--- src/logic/hbp_pkg.sv ---
// hbp_pkg: shared constants and types for the h-bridge pwm and watchdog block
// assumes a 200 MHz pclk; settings count at the 40 MHz rate (25 ns)
package hbp_pkg;

  // ---------------------------------------------------------------
  // timing
  // ---------------------------------------------------------------
  localparam int CLK_PERIOD_NS = 32'h5;          // pclk period, ns
  localparam int COUNT_NS      = 32'h19;         // one setting count, 25 ns
  localparam int TICK_CYCLES   = COUNT_NS / CLK_PERIOD_NS;
  localparam int SEC_NS        = 32'h3b9a_ca00;  // one second, ns
  localparam int SEC_CYCLES    = SEC_NS / CLK_PERIOD_NS;
  localparam int FD_STEP       = 32'h8;          // counts per fast decay step
  localparam int SET_W         = 32'hd;          // 13-bit time settings
  localparam int FD_W          = 32'h4;          // fast decay portion width

  // watchdog timeouts in seconds: 60, 180, 300
  localparam logic [8:0] WDT_T1_S = 9'h03c;
  localparam logic [8:0] WDT_T2_S = 9'h0b4;
  localparam logic [8:0] WDT_T3_S = 9'h12c;

  // ---------------------------------------------------------------
  // register map (byte addresses) and fields
  // ---------------------------------------------------------------
  localparam logic [7:0] ADDR_WDT_A  = 8'h00;
  localparam logic [7:0] ADDR_WDT_B  = 8'h04;
  localparam logic [7:0] ADDR_CYC_A  = 8'h08;
  localparam logic [7:0] ADDR_CYC_B  = 8'h0c;
  localparam logic [7:0] ADDR_ON_A   = 8'h10;
  localparam logic [7:0] ADDR_ON_B   = 8'h14;
  localparam logic [7:0] ADDR_GEN    = 8'h18;
  localparam logic [7:0] ADDR_STAT   = 8'h1c;
  localparam int WDT_SEL_LSB   = 32'h0;  // wdt reg: timeout select [1:0]
  localparam int WDT_START_BIT = 32'h4;  // wdt reg: start flag
  localparam int ON_DIR_BIT    = 32'hd;  // on-time reg: direction
  localparam int GEN_DIR_LSB   = 32'h0;  // general: dir a, dir b
  localparam int GEN_DECAY_LSB = 32'h4;  // general: 2 bits per bridge
  localparam int GEN_FD_LSB    = 32'h8;  // general: 4 bits per bridge
  localparam int ST_TRIP_LSB   = 32'h0;  // status: trip a, b
  localparam int ST_EXT_LSB    = 32'h2;  // status: external mode a, b
  localparam int ST_DIR_LSB    = 32'h4;  // status: applied dir a, b
  localparam int ST_PH_LSB     = 32'h8;  // status: 2-bit phase per bridge

  // ---------------------------------------------------------------
  // types
  // ---------------------------------------------------------------
  typedef enum logic [1:0] {
    HBP_DECAY_MIXED = 2'b00,
    HBP_DECAY_SLOW  = 2'b01,
    HBP_DECAY_FAST  = 2'b10
  } hbp_decay_type;

  typedef enum logic [1:0] {
    HBP_PH_ON   = 2'b00,
    HBP_PH_FAST = 2'b01,
    HBP_PH_SLOW = 2'b10
  } hbp_phase_type;

  typedef enum logic [1:0] {
    HBP_WDT_NEVER = 2'b00,
    HBP_WDT_T1    = 2'b01,
    HBP_WDT_T2    = 2'b10,
    HBP_WDT_T3    = 2'b11
  } hbp_wdt_type;

endpackage

--- src/logic/hbp_pwm_chan.sv ---
// hbp_pwm_chan: one bridge's pwm period, on time and decay phase
// assumes tick pulses once per 25 ns count, synchronous to pclk
`timescale 1ns/10ps
module hbp_pwm_chan
#(
  parameter int W   = hbp_pkg::SET_W,
  parameter int FDW = hbp_pkg::FD_W
)
(
  input  wire logic                   pclk,
  input  wire logic                   presetn,
  input  wire logic                   tick,
  input  wire logic [W-1:0]           cycle,
  input  wire logic [W-1:0]           ontime,
  input  wire logic                   ext_en,
  input  wire hbp_pkg::hbp_decay_type mode,
  input  wire logic [FDW-1:0]         fd_n,
  output hbp_pkg::hbp_phase_type      phase_q
);

  logic                   ext_mode;
  logic                   on_now;
  logic [W-1:0]           cnt_q;
  logic [W-1:0]           off_q;
  logic [W-1:0]           off_pos;
  logic [W-1:0]           fd_len;
  hbp_pkg::hbp_phase_type phase_d;

  // zero period hands the bridge to the enable pin
  // pin versus internal
  assign ext_mode = (cycle == '0);
  // fast portion of the decay interval in counts
  assign fd_len   = W'((32'(fd_n) + 1) * hbp_pkg::FD_STEP);

  // period counter, one step per count
  always_ff @(posedge pclk or negedge presetn)
  begin
    if (!presetn)
      cnt_q <= '0;
    else if (ext_mode)
      cnt_q <= '0;
    else if (tick)
    begin
      if (cnt_q >= cycle - 1'b1)
        cnt_q <= '0;
      else
        cnt_q <= cnt_q + 1'b1;
    end
  end

  // decay time since the enable pin fell
  always_ff @(posedge pclk or negedge presetn)
  begin
    if (!presetn)
      off_q <= '0;
    else if (ext_en)
      off_q <= '0;
    else if (tick && off_q != '1)
      off_q <= off_q + 1'b1;
  end

  // on for ontime counts; full on when ontime >= period
  assign on_now  = ext_mode ? ext_en : (cnt_q < ontime);
  assign off_pos = ext_mode ? off_q : W'(cnt_q - ontime);

  // pick on, fast or slow for the next cycle
  always_comb
  begin
    phase_d = hbp_pkg::HBP_PH_SLOW;
    if (on_now)
      phase_d = hbp_pkg::HBP_PH_ON;
    else
    begin
      case (mode)
        hbp_pkg::HBP_DECAY_FAST: phase_d = hbp_pkg::HBP_PH_FAST;
        hbp_pkg::HBP_DECAY_SLOW: phase_d = hbp_pkg::HBP_PH_SLOW;
        hbp_pkg::HBP_DECAY_MIXED:
          phase_d = (off_pos < fd_len) ? hbp_pkg::HBP_PH_FAST : hbp_pkg::HBP_PH_SLOW;
        default: phase_d = hbp_pkg::HBP_PH_SLOW;
      endcase
    end
  end

  // registered phase
  always_ff @(posedge pclk or negedge presetn)
  begin
    if (!presetn)
      phase_q <= hbp_pkg::HBP_PH_SLOW;
    else
      phase_q <= phase_d;
  end

endmodule

--- src/logic/hbp_wdog.sv ---
// hbp_wdog: one side's watchdog counter with latched trip
// assumes start and sel are register levels, restart a one-cycle pulse
`timescale 1ns/10ps
module hbp_wdog
#(
  parameter int unsigned SEC_CYCLES = hbp_pkg::SEC_CYCLES
)
(
  input  wire logic                 pclk,
  input  wire logic                 presetn,
  input  wire hbp_pkg::hbp_wdt_type sel,
  input  wire logic                 start,
  input  wire logic                 restart,
  output logic                      trip_q
);

  localparam int PW = $clog2(SEC_CYCLES + 1);

  logic          running;
  logic [PW-1:0] pre_q;
  logic [8:0]    sec_q;
  logic [8:0]    limit;

  assign running = start && (sel != hbp_pkg::HBP_WDT_NEVER);

  always_comb
  begin
    case (sel)
      hbp_pkg::HBP_WDT_T1: limit = hbp_pkg::WDT_T1_S;
      hbp_pkg::HBP_WDT_T2: limit = hbp_pkg::WDT_T2_S;
      hbp_pkg::HBP_WDT_T3: limit = hbp_pkg::WDT_T3_S;
      default:             limit = '1;
    endcase
  end

  // second prescaler and seconds count
  always_ff @(posedge pclk or negedge presetn)
  begin
    if (!presetn)
    begin
      pre_q <= '0;
      sec_q <= '0;
    end
    // clear flag resets count; rewrite restarts
    else if (!running || restart)
    begin
      pre_q <= '0;
      sec_q <= '0;
    end
    else if (pre_q == PW'(SEC_CYCLES - 1))
    begin
      pre_q <= '0;
      if (sec_q != '1)
        sec_q <= sec_q + 1'b1;
    end
    else
      pre_q <= pre_q + 1'b1;
  end

  // timeout trips; latched, clear wins over set
  // a rewrite zeroes the count, so its stale value cannot set again
  always_ff @(posedge pclk or negedge presetn)
  begin
    if (!presetn)
      trip_q <= 1'b0;
    else if (running && !restart && sec_q >= limit)
      trip_q <= 1'b1;
    else if (!start || restart)
      trip_q <= 1'b0;
  end

endmodule

--- src/logic/hbp_top.sv ---
// hbp_top: two-bridge pwm timing, direction and watchdog with apb registers
// assumes an apb master on pclk and a power stage following the pin levels
//
// Behaviour
// - last direction write, any register, wins
// - period is n counts of 25 ns
// - zero period selects the enable pin
// - on time is n counts of 25 ns
// - on from period start, then decay
// - decay off portion per selected mode
// - timeout select: never, 60, 180, 300 s
// - start flag counts, clearing resets count
// - timeout turns that side's outputs off
// - separate watchdog per bridge
// - timeout rewrite restarts the count
// - mixed decay: fast first, slow remainder
// - one count is one 40 MHz period
// - dir 1 forward pos high, 0 reverse
//
// Added by the designer: the APB interface to the registers and the placing of the registers.
`timescale 1ns/10ps
module hbp_top
#(
  parameter int unsigned SEC_CYCLES = hbp_pkg::SEC_CYCLES,
  parameter int          W          = hbp_pkg::SET_W,
  parameter int          FDW        = hbp_pkg::FD_W
)
(
  input  wire logic        pclk,
  input  wire logic        presetn,
  input  wire logic        psel,
  input  wire logic        penable,
  input  wire logic        pwrite,
  input  wire logic [7:0]  paddr,
  input  wire logic [31:0] pwdata,
  output logic [31:0]      prdata,
  output logic             pready,
  output logic             pslverr,
  input  wire logic [1:0]  bridge_enable_pin,
  output logic [1:0]       bridge_out_pos,
  output logic [1:0]       bridge_out_neg,
  output logic [1:0]       bridge_out_hiz
);

  localparam int TW = $clog2(hbp_pkg::TICK_CYCLES);

  // ---------------------------------------------------------------
  // state
  // ---------------------------------------------------------------
  logic [TW-1:0]          tick_q;
  logic                   tick;
  logic [W-1:0]           cycle_q  [2];
  logic [W-1:0]           ontime_q [2];
  logic [1:0]             dir_q;
  hbp_pkg::hbp_decay_type decay_q  [2];
  logic [FDW-1:0]         fdn_q    [2];
  hbp_pkg::hbp_wdt_type   wsel_q   [2];
  logic [1:0]             wstart_q;
  logic [1:0]             wrestart;
  logic [1:0]             trip;
  logic [1:0]             ext_mode;
  hbp_pkg::hbp_phase_type phase    [2];
  logic [31:0]            rd_d;
  logic [31:0]            rdata_q;
  logic                   addr_hit;
  logic                   wr_en;
  logic                   setup;
  logic [7:0]             addr_wdt [2];
  logic [7:0]             addr_cyc [2];
  logic [7:0]             addr_on  [2];

  // per-bridge register addresses
  assign addr_wdt[0] = hbp_pkg::ADDR_WDT_A;
  assign addr_wdt[1] = hbp_pkg::ADDR_WDT_B;
  assign addr_cyc[0] = hbp_pkg::ADDR_CYC_A;
  assign addr_cyc[1] = hbp_pkg::ADDR_CYC_B;
  assign addr_on[0]  = hbp_pkg::ADDR_ON_A;
  assign addr_on[1]  = hbp_pkg::ADDR_ON_B;

  // ---------------------------------------------------------------
  // count tick
  // ---------------------------------------------------------------

  // one count every 40 MHz period
  always_ff @(posedge pclk or negedge presetn)
  begin
    if (!presetn)
      tick_q <= '0;
    else if (tick)
      tick_q <= '0;
    else
      tick_q <= tick_q + 1'b1;
  end

  assign tick = (tick_q == TW'(hbp_pkg::TICK_CYCLES - 1));

  // ---------------------------------------------------------------
  // apb handshake
  // ---------------------------------------------------------------

  // zero wait states: read data is captured in the setup cycle
  assign setup   = psel && !penable;
  assign wr_en   = psel && penable && pwrite && addr_hit;
  assign pready  = 1'b1;
  assign pslverr = psel && penable && !addr_hit;
  assign prdata  = rdata_q;

  // address decode
  always_comb
  begin
    case (paddr)
      hbp_pkg::ADDR_WDT_A,
      hbp_pkg::ADDR_WDT_B,
      hbp_pkg::ADDR_CYC_A,
      hbp_pkg::ADDR_CYC_B,
      hbp_pkg::ADDR_ON_A,
      hbp_pkg::ADDR_ON_B,
      hbp_pkg::ADDR_GEN,
      hbp_pkg::ADDR_STAT: addr_hit = 1'b1;
      default:            addr_hit = 1'b0;
    endcase
  end

  // read mux
  always_comb
  begin
    rd_d = '0;
    case (paddr)
      hbp_pkg::ADDR_WDT_A:
      begin
        rd_d[hbp_pkg::WDT_SEL_LSB +: 2]  = wsel_q[0];
        rd_d[hbp_pkg::WDT_START_BIT]     = wstart_q[0];
      end
      hbp_pkg::ADDR_WDT_B:
      begin
        rd_d[hbp_pkg::WDT_SEL_LSB +: 2]  = wsel_q[1];
        rd_d[hbp_pkg::WDT_START_BIT]     = wstart_q[1];
      end
      hbp_pkg::ADDR_CYC_A: rd_d[W-1:0] = cycle_q[0];
      hbp_pkg::ADDR_CYC_B: rd_d[W-1:0] = cycle_q[1];
      hbp_pkg::ADDR_ON_A:
      begin
        rd_d[W-1:0]                 = ontime_q[0];
        rd_d[hbp_pkg::ON_DIR_BIT]   = dir_q[0];
      end
      hbp_pkg::ADDR_ON_B:
      begin
        rd_d[W-1:0]                 = ontime_q[1];
        rd_d[hbp_pkg::ON_DIR_BIT]   = dir_q[1];
      end
      hbp_pkg::ADDR_GEN:
      begin
        rd_d[hbp_pkg::GEN_DIR_LSB +: 2]        = dir_q;
        rd_d[hbp_pkg::GEN_DECAY_LSB +: 2]      = decay_q[0];
        rd_d[hbp_pkg::GEN_DECAY_LSB + 2 +: 2]  = decay_q[1];
        rd_d[hbp_pkg::GEN_FD_LSB +: FDW]       = fdn_q[0];
        rd_d[hbp_pkg::GEN_FD_LSB + FDW +: FDW] = fdn_q[1];
      end
      hbp_pkg::ADDR_STAT:
      begin
        rd_d[hbp_pkg::ST_TRIP_LSB +: 2]    = trip;
        rd_d[hbp_pkg::ST_EXT_LSB +: 2]     = ext_mode;
        rd_d[hbp_pkg::ST_DIR_LSB +: 2]     = dir_q;
        rd_d[hbp_pkg::ST_PH_LSB +: 2]      = phase[0];
        rd_d[hbp_pkg::ST_PH_LSB + 2 +: 2]  = phase[1];
      end
      default: rd_d = '0;
    endcase
  end

  // read data register
  always_ff @(posedge pclk or negedge presetn)
  begin
    if (!presetn)
      rdata_q <= '0;
    else if (setup)
      rdata_q <= rd_d;
  end

  // ---------------------------------------------------------------
  // direction, shared by two words per bridge
  // ---------------------------------------------------------------

  // whichever word is written last sets the direction
  always_ff @(posedge pclk or negedge presetn)
  begin
    if (!presetn)
      dir_q <= '0;
    else if (wr_en && paddr == hbp_pkg::ADDR_GEN)
      dir_q <= pwdata[hbp_pkg::GEN_DIR_LSB +: 2];
    else if (wr_en && paddr == hbp_pkg::ADDR_ON_A)
      dir_q[0] <= pwdata[hbp_pkg::ON_DIR_BIT];
    else if (wr_en && paddr == hbp_pkg::ADDR_ON_B)
      dir_q[1] <= pwdata[hbp_pkg::ON_DIR_BIT];
  end

  // ---------------------------------------------------------------
  // per-bridge settings, watchdog and pins
  // ---------------------------------------------------------------
  genvar i;
  generate
    for (i = 0; i < 2; i = i + 1)
    begin : g_br

      always_ff @(posedge pclk or negedge presetn)
      begin
        if (!presetn)
          cycle_q[i] <= '0;
        else if (wr_en && paddr == addr_cyc[i])
          cycle_q[i] <= pwdata[W-1:0];
      end

      always_ff @(posedge pclk or negedge presetn)
      begin
        if (!presetn)
          ontime_q[i] <= '0;
        else if (wr_en && paddr == addr_on[i])
          ontime_q[i] <= pwdata[W-1:0];
      end

      // decay mode and fast portion
      always_ff @(posedge pclk or negedge presetn)
      begin
        if (!presetn)
        begin
          decay_q[i] <= hbp_pkg::HBP_DECAY_MIXED;
          fdn_q[i]   <= '0;
        end
        else if (wr_en && paddr == hbp_pkg::ADDR_GEN)
        begin
          decay_q[i] <= hbp_pkg::hbp_decay_type'(pwdata[hbp_pkg::GEN_DECAY_LSB + 2*i +: 2]);
          fdn_q[i]   <= pwdata[hbp_pkg::GEN_FD_LSB + FDW*i +: FDW];
        end
      end

      // own timeout and start flag per bridge
      always_ff @(posedge pclk or negedge presetn)
      begin
        if (!presetn)
        begin
          wsel_q[i]   <= hbp_pkg::HBP_WDT_NEVER;
          wstart_q[i] <= 1'b0;
        end
        else if (wr_en && paddr == addr_wdt[i])
        begin
          wsel_q[i]   <= hbp_pkg::hbp_wdt_type'(pwdata[hbp_pkg::WDT_SEL_LSB +: 2]);
          wstart_q[i] <= pwdata[hbp_pkg::WDT_START_BIT];
        end
      end

      // any write of the timeout register restarts the count
      assign wrestart[i] = wr_en && (paddr == addr_wdt[i]);
      assign ext_mode[i] = (cycle_q[i] == '0);

      // pwm timing for this bridge
      hbp_pwm_chan
      #(
        .W   (W),
        .FDW (FDW)
      )
      u_pwm
      (
        .pclk    (pclk),
        .presetn (presetn),
        .tick    (tick),
        .cycle   (cycle_q[i]),
        .ontime  (ontime_q[i]),
        .ext_en  (bridge_enable_pin[i]),
        .mode    (decay_q[i]),
        .fd_n    (fdn_q[i]),
        .phase_q (phase[i])
      );

      // watchdog for this bridge
      hbp_wdog
      #(
        .SEC_CYCLES (SEC_CYCLES)
      )
      u_wdog
      (
        .pclk    (pclk),
        .presetn (presetn),
        .sel     (wsel_q[i]),
        .start   (wstart_q[i]),
        .restart (wrestart[i]),
        .trip_q  (trip[i])
      );

      // pin levels from phase, direction and trip
      always_ff @(posedge pclk or negedge presetn)
      begin
        if (!presetn)
        begin
          bridge_out_pos[i] <= 1'b0;
          bridge_out_neg[i] <= 1'b0;
          bridge_out_hiz[i] <= 1'b0;
        end
        else if (trip[i])
        begin
          bridge_out_pos[i] <= 1'b0;
          bridge_out_neg[i] <= 1'b0;
          bridge_out_hiz[i] <= 1'b1;
        end
        else
        begin
          bridge_out_hiz[i] <= 1'b0;
          case (phase[i])
            hbp_pkg::HBP_PH_ON:
            begin
              bridge_out_pos[i] <= dir_q[i];
              bridge_out_neg[i] <= !dir_q[i];
            end
            // fast decay reverses the bridge voltage
            hbp_pkg::HBP_PH_FAST:
            begin
              bridge_out_pos[i] <= !dir_q[i];
              bridge_out_neg[i] <= dir_q[i];
            end
            // slow decay shorts both low sides
            default:
            begin
              bridge_out_pos[i] <= 1'b0;
              bridge_out_neg[i] <= 1'b0;
            end
          endcase
        end
      end

    end
  endgenerate

endmodule

--- config.mk ---
export PLATFORM = sky130hd
export DESIGN_NAME = hbp_top
export DESIGN_NICKNAME = d
export VERILOG_FILES = /design/src/logic/hbp_pkg.sv /design/src/logic/hbp_pwm_chan.sv /design/src/logic/hbp_wdog.sv /design/src/logic/hbp_top.sv
export SDC_FILE = /design/constraint.sdc
export NUM_CORES = 1
export LEC_CHECK = 0
export BUFFER_PORTS_ARGS = -buffer_cell sky130_fd_sc_hd__buf_2
export CORE_MARGIN = 8
export CORE_UTILIZATION = 60
export CTS_BUF_LIST = sky130_fd_sc_hd__clkbuf_4 sky130_fd_sc_hd__clkbuf_8 sky130_fd_sc_hd__clkbuf_16
export DETAILED_ROUTE_END_ITERATION = 16
export HOLD_SLACK_MARGIN = 0.06
export MAX_ROUTING_LAYER = met4
export PLACE_DENSITY_LB_ADDON = 0.12
export SYNTH_ARGS = -nofsm -noshare
export SYNTH_HDL_FRONTEND = slang
export SYNTH_SLANG_ARGS = --single-unit
--- constraint.sdc ---
create_clock -name pclk -period 10.7 [get_ports pclk]
set_input_delay 2.675 -clock pclk [delete_from_list [all_inputs] [get_ports pclk]]
set_output_delay 2.675 -clock pclk [all_outputs]
set_load 0.02 [all_outputs]
---- Word level (Yosys, flattened, before mapping) ----
Memories as Yosys holds them, arrays and structs flattened.
Cells that the tools add are included.
Widths: inputs -> output; s select.
cells by class
  $add $sub $neg .......................... 15
  magnitude comparators ................... 8
  eq/ne operators ......................... 25
  mux-type cells .......................... 61
  reductions and logical operators ........ 59
operator list
  kind                   count
  $mux 13                12
  $mux 28                4
  $add 28x1->28 const B  2
  $eq 28x28->1 const B   2
  $mux 9                 6
  $pmux 9 s3             2
  $add 13x1->13 const B  4
  $lt 13x13->1           4
  $eq 8x5->1 const B     4
  $reduce_bool 2->1      14
  $ge 13x13->1           2
  $logic_not 13->1       2
  $ne 13x13->1 const B   2
  $sub 13x1->13 const B  2
  $sub 13x13->13         2
  $pmux 4 s6             1
  $logic_and 1x1->1      20
  $pmux 2 s5             2
  $add 9x1->9 const B    2
  $ge 9x9->1             2
  $ne 9x9->1 const B     2
  $eq 8x4->1 const B     2
  $mux 1                 16
  $pmux 2 s8             1
  21 further kinds       56
word-level totals
  register bits ........................... 229
  bits in read-only memories .............. 32
  input bits .............................. 47
  output and inout port bits .............. 40
  logic and storage cells ................. 203
  memories kept ........................... 1
memories
  name             words  width  read ports  clocked after memory_dff  write ports  RTL line        source
  (no name shown)  32     1      1           0                         0            hbp_top.sv:111  case (paddr)

---- Longest topological paths before layout ----
Gate-level depths: netlist (run 1).
  depth after elaboration ................. 8
  mapped depth ............................ 17
  depth with buffers taken out ............ 17

---- Modules after synthesis ----
From an unflattened synthesis (run 1), not the netlist that was laid out.
unflattened totals
  cells, all modules ...................... 1460
  area, all modules ....................... 14600.3 µm²
modules (own cells, without submodules)
  module                        instances  cells each  area each (µm²)  seq. area each (µm²)
  hbp_top                       1          359         4677.0           2427.3
  hbp_wdog                      2          238         2234.6           950.9
  hbp_pwm_chan (g_br[0].u_pwm)  1          319         2798.9           701.9
  hbp_pwm_chan (g_br[1].u_pwm)  1          306         2655.0           701.9

---- Least setup slack after synthesis (run 1) ----
Ideal clock, no wire load.
  path type ............................... input-to-output
  start ................................... input paddr[6]
  end ..................................... output pslverr
  arrival time ............................ 3.595 ns
  required time ........................... 8.025 ns
  slack ................................... 4.430 ns
  stages .................................. 3
  path buffers ............................ 0
  cells stage by stage .................... or4_1 nor2_2 nor2_1
between the ends
  cells in the longest elaborated chain, start to end .. 4
RTL lines
  what               RTL line        source
  from (decl)        hbp_top.sv:34   input wire logic [7:0] paddr,
  $logic_not 3->1    hbp_top.sv:111
  $mux 1             hbp_top.sv:111
  $logic_not 1->1    hbp_top.sv:105  assign pslverr = psel && penable && !addr_hit;
  $logic_and 1x1->1  hbp_top.sv:105
  to (decl)          hbp_top.sv:38   output logic pslverr,
No other way between the ends.

---- Final worst setup path (run 1) ----
Ends and elaborated chain as after synthesis.

==> metrics.txt, run 1 <==
required time reported for the critical path endpoint 8.03 ns; number of search-and-repair iterations in the first detailed-routing pass 5; combined area of all synthesized cells ~13000 um^2; final hold violations 0; via count of the routed design around 10k; biggest area contributors in the synthesized netlist sky130_fd_sc_hd__dfrtp_1 (42%), sky130_fd_sc_hd__ha_1 (8.7%), sky130_fd_sc_hd__mux2_2 (5.3%); boundary pin count between 80 and 90; most common cell in the netlist sky130_fd_sc_hd__dfrtp_1; worst hold-check path type reg -> reg; worst-case vdd ir drop around 0.12 mV; Fin Setup TNS 0 ns; Remaining Overflow, GRT 0; met2 track demand over resource 0.367; worst setup slack after placement roughly 4 ns; sort of element at the start of the critical path input port; routability congestion estimate from global placement roughly 0.9; DRT Wirelength 30000 um; number of H-tree branching levels 1; hold buffers post-CTS 0; slowest stage delay, CP roughly 0.58 ns; Detail Route Antenna Nets 0; portion of total power attributed to combinational logic 0.032; total global routing track utilization 0.222; # Max-Cap Violations 0; CP dominant cell by count sky130_fd_sc_hd__buf_2; Die Area about 28000 um^2; clock network power share 0.512; Post-synth EDFFs 0; wire length of the first global-routing pass roughly 50000 um; power density over the cells approximately 130 nW/um^2; initial cell density of the core 0.603; share of the cycle needed by the critical path after routing 0.619; start-to-end type of the worst setup path in -> out; DR DRC count 0; biggest fanout along the worst timing path 7; Std-Cell Core Area 22400 um^2; via count of the first global-routing pass slightly below 10k; ratio of cells with drive above 1 in the final layout 0.135; unrepaired setup endpoints after global routing false; Clock Pin Slew Worst Setup and Hold Paths around 0.05 ns; outcome finished, final reports clean; synth warn 0; synthesis-to-finish area growth 10.4%; clock latency at the later pin of the worst-skew pair ~0.54 ns; count of cell types in the netlist 71; mean instance size in the synthesized netlist 9.70 um^2; library cell with the largest summed area after synthesis sky130_fd_sc_hd__dfrtp_1; Mapped Cells approximately 1.4k; final worst-path setup slack between 4 and 5 ns; vias per inst 5.77; Vert. Die Dim around 170 um; horizontal die dimension around 170 um; Cell Chain, Critical Path buf_2 -> or4_1 -> nor2_2 -> nor2_1 -> buf_2; area of the multi-input gates 7280 um^2; maximum frequency from static timing analysis approximately 150 MHz; flops & latches, synth around 230; number of antenna violations at the first check in global routing 0; placed wire-length estimate after detailed placement approximately 21000 um; total instance count after detailed placement 1692; Global Route met1 Usage 0.282; leakage power 6.99 nW; Setup violations, final 0; Max Slew Vio Count 0; number of buffers between clock root and the deepest sink 3; sequential cell fraction of total power 0.455; Post-synth top flop sky130_fd_sc_hd__dfrtp_1; CP endpoint kind output port; GRT busiest layer met2; First DRT Iteration DRCs 611; Net Sw Frac 0.216; final setup skew roughly 0.0084 ns; post-cts resize count 0; total internal power 0.00150 W; Std-Cell Rows 55; average wire length per cell after detail routing approximately 17 um; top cell type's share of synthesized area 0.421; CTS tree yes; post-CTS setup buffer count 0; Synth top cells by count sky130_fd_sc_hd__dfrtp_1 (227), sky130_fd_sc_hd__nor2_1 (176), sky130_fd_sc_hd__nand2_1 (109); fin nets between 1.5k and 2k; transition time at the pin with the least slew margin roughly 1.0 ns; Rel. slew slack 0.303; met3 track demand over resource 0.0257; min cycle time layout about 6.6 ns; Post-Route Utilization 0.665; number of buffers created by CTS 27; Root Buffer sky130_fd_sc_hd__clkbuf_16; fraction of the yosys area taken by sequential cells 0.425; ys async rst share 1.00; port bufs 53; net switching power between 0.0004 and 0.0005 W; flip-flop and latch area ~5700 um^2; worst endpoint data arrival time approximately 4.0 ns; Cell Count, Final, Fillers Out ~1.7k; CTS Sinks between 200 and 250; Filler Cells Inserted 1797; Critical Path Slowest Stage Cell sky130_fd_sc_hd__or4_1; largest net degree at the start of global routing ~180
-- per-layer routing --
| layer | vias to the layer above | part of all wire |
|---|---|---|
| met5 | - | 0 |
| met4 | 0 | 0.030 |
| met2 | 180 | 0.48 |
| met1 | 4864 | 0.45 |
| met3 | 52 | 0.032 |
| li1 | 4962 | - |
-- path summary, 6_finish.rpt --
kind	start	depth (start not counted)	slack, ns	to
worst max-delay path	paddr[6]	5	4.07	pslverr
worst min-delay path	g_br[0].u_wdog.pre_q[0]	1	0.47	g_br[0].u_wdog.pre_q[0]
worst max register to register	cycle_q[3]	11	6.79	g_br[1].u_pwm.cnt_q[9]
worst min register to register	g_br[0].u_wdog.pre_q[0]	1	0.47	g_br[0].u_wdog.pre_q[0]
max in group asynchronous	presetn	2	7.39	fdn_q[6]
min in group asynchronous	presetn	1	2.05	g_br[1].u_wdog.pre_q[3]
-- per-stage QoR --
| step | area (um^2) | power (W) | hold WS [ns] |
|---|---|---|---|
| 2_1_floorplan | 13500 | 0.000917 | 0.429 |
| 3_3_place_gp | 13900 | 0.000948 | 0.450 |
| 3_5_place_dp | 13900 | 0.000948 | 0.465 |
| 4_1_cts | 14900 | 0.00193 | 0.479 |
| 5_1_grt | 14900 | 0.00197 | 0.491 |
| 6_report | 14900 | 0.00191 | 0.474 |
-- cell type report --
cell class	instances	share of cell area
repair buffers	57	0.0214
clock inverters	11	0.0111
multi-input cells	1061	0.489
flip-flops and latches	229	0.385
inverters	60	0.0151
well taps	285	0.0240
clock buffers	38	0.0539
diodes	1	0.000168
-- cell usage in the layout (no fill, tap or decap), drive strengths merged, types with 11 or more instances in the layout --
master,netlist,final
dfrtp,227,227
nor2,177,177
nand2,109,109
ha,94,94
o21ai,75,75
xor2,73,73
mux2,63,63
inv,60,62
buf,29,57
xnor2,54,54
a21oi,48,48
nand3,43,43
clkbuf,26,38
nand4,34,34
and3,34,34
nand2b,19,19
nor3,19,19
mux2i,19,19
conb,2,17
a21o,16,16
o21a,12,12
nor2b,12,12
nor4,12,12
nor3b,11,11
a22oi,11,11
-- power groups by stage --
stage | combinational, W | clock (W) | sequential, W
2_1_floorplan | 0.0000305 | 0 | 0.000887
3_5_place_dp | 0.0000626 | 0 | 0.000886
5_1_grt | 0.0000689 | 0.00103 | 0.000870
6_report | 0.0000616 | 0.000980 | 0.000871
3_3_place_gp | 0.0000620 | 0 | 0.000886
4_1_cts | 0.0000629 | 0.00100 | 0.000870
-- critical path: cells and delay by family --
family                 cells  cell delay, ns
buffers and inverters      2            0.26
AND/OR/NAND/NOR            3            1.02
-- flip-flops by register name, indices dropped and copies added, names as in the netlist, 3 cells and up --
signal              count
decay_q                 4
fdn_q                   8
g_br.u_pwm.cnt_q       26
g_br.u_pwm.off_q       26
prdata                 16
cycle_q                26
wsel_q                  4
g_br.u_wdog.sec_q      18
g_br.u_pwm.phase_q      4
tick_q                  3
g_br.u_wdog.pre_q      56
ontime_q               26
-- logic make-up (layout without fill, tap and decap cells) --
family / after synthesis / after routing / synth area share
multiplexers: 87 / 87 / 0.0751
AND/OR/NAND/NOR: 512 / 512 / 0.185
XOR/XNOR: 127 / 127 / 0.0825
flip-flops: 229 / 229 / 0.425
AO/OA/AOI/OAI: 224 / 224 / 0.105
buffers and inverters: 115 / 166 / 0.0399
adder cells (fa/ha/maj): 94 / 94 / 0.0872
other: 2 / 18 / 0.000557
Power figures use the tool's default switching activity.
==> run 2, diff against run 1 <==
CORE_UTILIZATION = 56   (was 60)
clock period = 5.7 ns   (was 10.7 ns; I/O delays follow)
==> metrics.txt, run 2 (same netlist as run 1, synthesis figures left out) <==
unrepaired setup endpoints after global routing false; First DRT Iteration DRCs 665 (+8.8%); wire length of the first global-routing pass 50400 um (+1.3%); leakage power 6.99 nW (about the same); transition time at the pin with the least slew margin 1.11 ns (+0.0676 ns); boundary pin count 87 (unchanged); clock network power share 0.501 (-0.011); DR DRC count 0 (unchanged); share of the cycle needed by the critical path after routing 0.723; horizontal die dimension 171 um (+3.2%); via count of the first global-routing pass 9830 (+0.020%); total internal power 0.00276 W (+84%); power density over the cells 236 nW/um^2 (+83%); min cycle time layout 4.12 ns; slowest stage delay, CP 0.59 ns (about the same); most common library cell in the layout ignoring fill and taps sky130_fd_sc_hd__dfrtp_1; net switching power 0.000750 W (+82%); Detail Route Antenna Nets 0 (unchanged); Global Route met1 Usage 0.285 (+0.00280); synthesis-to-finish area growth 10.5%; vias per inst 5.65 (-2.2%); met2 track demand over resource 0.352 (-0.0149); biggest fanout along the worst timing path 7 (unchanged); start-to-end type of the worst setup path in -> out; Placed Area 14000 um^2 (+0.47%); Setup violations, final 0 (unchanged); Std-Cell Rows 56 (+1.8%); worst hold margin 0.466 ns (-0.00767 ns); number of antenna violations at the first check in global routing 0 (unchanged); Rel. slew slack 0.258 (-0.0451); number of antenna diodes 0 (-1); Net Sw Frac 0.214 (-0.00203); average wire length per cell after detail routing 17.2 um (-0.19%); Std-Cell Core Area 23500 um^2 (+5.3%); initial cell density of the core 0.573 (-0.0301); final worst-path setup slack 1.58 ns (-2.49 ns); Max Slew Vio Count 0 (unchanged); CTS Sinks 229 (unchanged); final cell area excluding filler cells 14900 um^2 (+0.13%); post-cts resize count 0 (unchanged); CP top delay family simple AND/OR/NAND/NOR gates; largest net degree at the start of global routing 100 (-43%); DRT Wirelength 30500 um (+1.8%); Fin Setup TNS 0 ns (unchanged); Remaining Overflow, GRT 0 (unchanged); CP Buf/Inv Count 2 (unchanged); portion of total power attributed to combinational logic 0.034 (+0.002); worst hold-check path type reg -> reg; Clock Pin Slew Worst Setup and Hold Paths 0.06 ns (about the same); CP endpoint kind output port; Largest register FFs 56 (unchanged); Register-to-Register Setup Slack 1.86 ns (-4.93 ns); Root Buffer sky130_fd_sc_hd__clkbuf_16; placed wire-length estimate after detailed placement 21900 um (+3.9%); port bufs 53 (unchanged); final hold violations 0 (unchanged); worst endpoint data arrival time 2.69 ns (-1.26 ns); final setup skew 0.00978 ns (+0.00141 ns); worst-case vdd ir drop 0.231 mV (+91%); fin nets 1579 (+0.13%); via count of the routed design 10.0k (-0.24%); number of search-and-repair iterations in the first detailed-routing pass 5 (unchanged); clock latency at the later pin of the worst-skew pair 0.53 ns (about the same); # Max-Cap Violations 0 (unchanged); CTS tree yes; required time reported for the critical path endpoint 4.28 ns (-3.75 ns); sort of element at the start of the critical path input port; routability congestion estimate from global placement 0.917 (+0.71%); maximum frequency from static timing analysis 243 MHz; Critical Path Slowest Stage Cell sky130_fd_sc_hd__or4_1; Die Area 29300 um^2 (+6.4%); sequential cell fraction of total power 0.466 (+0.011); Cell Chain, Critical Path buf_2 -> or4_1 -> nor2_2 -> nor2_1 -> buf_2; Vert. Die Dim 171 um (+3.2%); number of buffers created by CTS 26 (-3.7%); total global routing track utilization 0.217 (-0.00491); number of buffers between clock root and the deepest sink 3 (unchanged); worst setup slack after placement 1.28 ns (-2.81 ns); CP dominant cell by count sky130_fd_sc_hd__buf_2; GRT busiest layer met2; number of H-tree branching levels 1 (unchanged); hold buffers post-CTS 0 (unchanged); Most flops, register g_br.u_wdog.pre_q; highest-count cells in the layout ignoring fill and taps sky130_fd_sc_hd__dfrtp_1 (227), sky130_fd_sc_hd__nor2_1 (176), sky130_fd_sc_hd__nand2_1 (109), sky130_fd_sc_hd__ha_1 (94), sky130_fd_sc_hd__o21ai_0 (74); ratio of cells with drive above 1 in the final layout 0.136 (+0.00119); outcome finished, final reports clean; post-CTS setup buffer count 0 (unchanged); met3 track demand over resource 0.0224 (-0.00332)
-- run 2: cell count changes in the layout (fill, tap and decap cells not counted), sizes merged --
cell / delta
diode: -1
clkinv: -2
clkinvlp: -1
buf: +3
bufinv: -2
clkbuf: +6
inv: -2
-- run 2: worst paths after layout --
kind | from | endpoint | cells after the start
worst max-delay path | paddr[6] | pslverr | 5
worst min-delay path | tick_q[0] | tick_q[0] | 1
worst max register to register | cycle_q[3] | g_br[1].u_pwm.cnt_q[9] | 11
worst min register to register | tick_q[0] | tick_q[0] | 1
max in group asynchronous | presetn | g_br[1].u_pwm.off_q[5] | 2
min in group asynchronous | presetn | g_br[1].u_wdog.pre_q[3] | 1
-- run 2: layout make-up --
class,instances,area [um^2]
inverter,60,225
fill,1977,8650
clock inverter,4,70.1
sequential,229,5730
clock buffer,44,853
timing repair buffer,60,340
tap,319,399
multi-input combinational,1061,7280
-- run 2: power by group through the flow --
stage               Sequential, W  Combinational, W  Clock (W)
floorplan                 0.00166         0.0000572          0
global placement          0.00166          0.000118          0
finish                    0.00163          0.000118    0.00176
detailed placement        0.00166          0.000119          0
CTS                       0.00163          0.000120    0.00180
global route              0.00163          0.000132    0.00186
-- run 2: worst register-to-register path: cells and delay by family (launching register included) --
kind            cells  cell delay (ns)
simple gates        6             2.10
compound gates      3             0.77
flops               1             0.45
fa+ha+maj           1             0.30
xor+xnor            1             0.13
-- run 2: through the flow --
stage / instances / power, W / util
2_1_floorplan: 1405 / 0.00172 / -
3_3_place_gp: 1729 / 0.00178 / 0.594
3_5_place_dp: 1729 / 0.00178 / 0.594
4_1_cts: 1777 / 0.00355 / 0.633
5_1_grt: 1777 / 0.00362 / 0.633
6_report: 1777 / 0.00351 / 0.633
-- run 2: metal layers --
layer  wire length, um  up-vias
met2             14600      147
met4               868        0
met5                 0        -
li1                  -     4957
met1             14000     4870
met3               989       60
==> run 3, diff against run 2 <==
clock period = 3.65 ns   (was 5.7 ns; I/O delays follow)
==> metrics.txt, run 3 (same netlist as run 1, synthesis figures left out) <==
Setup violations, final 0 (unchanged); Filler Cells Inserted 1956 (-1.1%); share of the cycle needed by the critical path after routing 0.931; slowest stage delay, CP 0.49 ns (-0.10 ns); worst hold-check path type in -> async; final hold violations 0 (unchanged); largest net degree at the start of global routing 92 (-8.0%); final setup skew 0.0101 ns (+0.000314 ns); area of the multi-input gates 7340 um^2 (+0.84%); transition time at the pin with the least slew margin 1.04 ns (-0.0668 ns); number of buffers between clock root and the deepest sink 3 (unchanged); leakage power 7.17 nW (+2.5%); start-to-end type of the worst setup path reg -> reg; CP endpoint kind flip-flop; via count of the routed design 10.2k (+2.1%); worst-case vdd ir drop 0.295 mV (+28%); port bufs 53 (unchanged); CP dominant cell by count sky130_fd_sc_hd__inv_1; Std-Cell Rows 56 (unchanged); DRT Wirelength 30700 um (+0.68%); flip-flop and latch area 5730 um^2 (about the same); Rel. slew slack 0.303 (+0.0446); number of antenna violations at the first check in global routing 0 (unchanged); Die Area 29300 um^2 (unchanged); Register-to-Register Setup Slack 0.25 ns (-1.61 ns); required time reported for the critical path endpoint 4.10 ns (-0.18 ns); Most flops, register g_br.u_wdog.pre_q; initial cell density of the core 0.573 (unchanged); synthesis-to-finish area growth 13.1%; Cell Chain, Critical Path inv_1 -> ha_2 -> or4b_4 -> or2_4 -> nor3_2 -> xnor2_1 -> ha_1 -> and4_1 -> a211oi_2 -> and3_2 -> inv_1 -> a41oi_2 -> buf_4 -> a41oi_1 -> a31oi_1; Std-Cell Core Area 23500 um^2 (unchanged); boundary pin count 87 (unchanged); endpoint of the worst-slack reg-to-reg timing path g_br[0].u_pwm.cnt_q[3]; First DRT Iteration DRCs 814 (+22%); vias per inst 5.67 (+0.44%); first element of the critical path cycle_q[13]; # Max-Cap Violations 0 (unchanged); number of H-tree branching levels 1 (unchanged); clock latency at the later pin of the worst-skew pair 0.53 ns (about the same); worst endpoint data arrival time 3.85 ns (+1.16 ns); number of buffers created by CTS 26 (unchanged); ratio of cells with drive above 1 in the final layout 0.161 (+0.0249); RR Startpoint cycle_q[13]; Max Slew Vio Count 0 (unchanged); outcome finished, final reports clean; biggest fanout along the worst timing path 6 (-1); average wire length per cell after detail routing 17.0 um (-0.94%); highest-count cells in the layout ignoring fill and taps sky130_fd_sc_hd__dfrtp_1 (226), sky130_fd_sc_hd__nor2_1 (175), sky130_fd_sc_hd__nand2_1 (109), sky130_fd_sc_hd__ha_1 (92), sky130_fd_sc_hd__xor2_1 (73); worst r2r path cells 15 (+4); Vert. Die Dim 171 um (unchanged); placed wire-length estimate after detailed placement 22200 um (+1.2%); most common library cell in the layout ignoring fill and taps sky130_fd_sc_hd__dfrtp_1; routability congestion estimate from global placement 0.852 (-7.1%); number of antenna diodes 0 (unchanged); power density over the cells 367 nW/um^2 (+56%); Detail Route Antenna Nets 0 (unchanged); CTS Sinks 229 (unchanged); Remaining Overflow, GRT 0 (unchanged); number of search-and-repair iterations in the first detailed-routing pass 4 (-1); total global routing track utilization 0.219 (+0.00239); Largest register FFs 56 (unchanged); sort of element at the start of the critical path flip-flop; unrepaired setup endpoints after global routing false; Critical Path Slowest Stage Cell sky130_fd_sc_hd__or4b_4; Fin Setup TNS 0 ns (unchanged); via count of the first global-routing pass 10.1k (+2.8%); CTS tree yes; Root Buffer sky130_fd_sc_hd__clkbuf_16; total instance count after detailed placement 1754 (+1.4%); min cycle time layout 3.40 ns; Cell Count, Final, Fillers Out 1806 (+1.6%); DR DRC count 0 (unchanged); maximum frequency from static timing analysis roughly 290 MHz; Clock Pin Slew Worst Setup and Hold Paths 0.06 ns (about the same); wire length of the first global-routing pass 50800 um (+0.70%); fin nets 1608 (+1.8%); horizontal die dimension 171 um (unchanged)
run 3: cell types whose count changed in the layout (fill, tap and decap cells not counted), moves of 3 or more:
cell,change
sky130_fd_sc_hd__nor3_2,+4
sky130_fd_sc_hd__buf_4,+25
sky130_fd_sc_hd__o21ai_0,-5
sky130_fd_sc_hd__nor3_1,-4
sky130_fd_sc_hd__clkbuf_4,-5
sky130_fd_sc_hd__o21ai_1,+5
sky130_fd_sc_hd__clkbuf_8,+3
run 3: worst max path at each step:
stage | endpoint | slack, ns | cells past startpoint
after floorplan | g_br[1].u_pwm.cnt_q[10] | 0.07 | 14
after global routing | g_br[1].u_pwm.cnt_q[3] | 0.02 | 15
after CTS | g_br[0].u_pwm.cnt_q[3] | 0.08 | 15
after global placement | g_br[0].u_pwm.cnt_q[3] | 0.16 | 15
final | g_br[0].u_pwm.cnt_q[3] | 0.25 | 15
after detailed placement | g_br[0].u_pwm.cnt_q[3] | 0.10 | 15
run 3: layer usage:
| layer | GRT usage | up-vias | wire [um] |
|---|---|---|---|
| met5 | - | - | 0 |
| met4 | 0.0858 | 0 | 1260 |
| met3 | 0.0244 | 65 | 1130 |
| met2 | 0.358 | 190 | 14700 |
| met1 | 0.277 | 4972 | 13600 |
| li1 | - | 5016 | - |
run 3: repair_timing:
item,4_1_cts,5_1_grt
resized for setup,0,21
hold buffers,0,0
endpoints found under the setup margin,0,27
setup buffers,0,3
hold endpoints to repair,0,0
run 3: final cells by class:
type / instances / area share
Multi-Input combinational cell: 1061 / 0.481
Clock buffer: 42 / 0.0562
Clock inverter: 6 / 0.00706
Tap cell: 319 / 0.0262
Sequential cell: 229 / 0.376
Inverter: 60 / 0.0148
Timing Repair Buffer: 89 / 0.0383
run 3: stage by stage:
stage	hold WS, ns	worst slack, ns	power, W	area, um^2	utilization
floorplan	0.429	0.0719	0.00269	13500	-
global placement	0.452	0.159	0.00279	14200	0.603
detailed placement	0.454	0.102	0.00279	14200	0.603
CTS	0.417	0.0763	0.00566	15200	0.644
global route	0.459	0.0237	0.00578	15200	0.648
finish	0.389	0.251	0.00560	15200	0.648
run 3: worst max-delay path: cells and delay by family, from the launching register on:
kind            cells  cell delay (ns)
simple gates        5             1.29
compound gates      4             0.67
fa+ha+maj           2             0.46
flops               1             0.40
buf+inv             3             0.32
xor+xnor            1             0.16
run 3: power by group:
group / leakage, nW / internal (W) / switching, W / total (W)
registers: 3.16 / 0.00255 / 0.00000525 / 0.00255
clock network: 0.481 / 0.00181 / 0.00104 / 0.00285
logic: 3.53 / 0.0000494 / 0.000145 / 0.000195
total: 7.17 / 0.00440 / 0.00119 / 0.00560
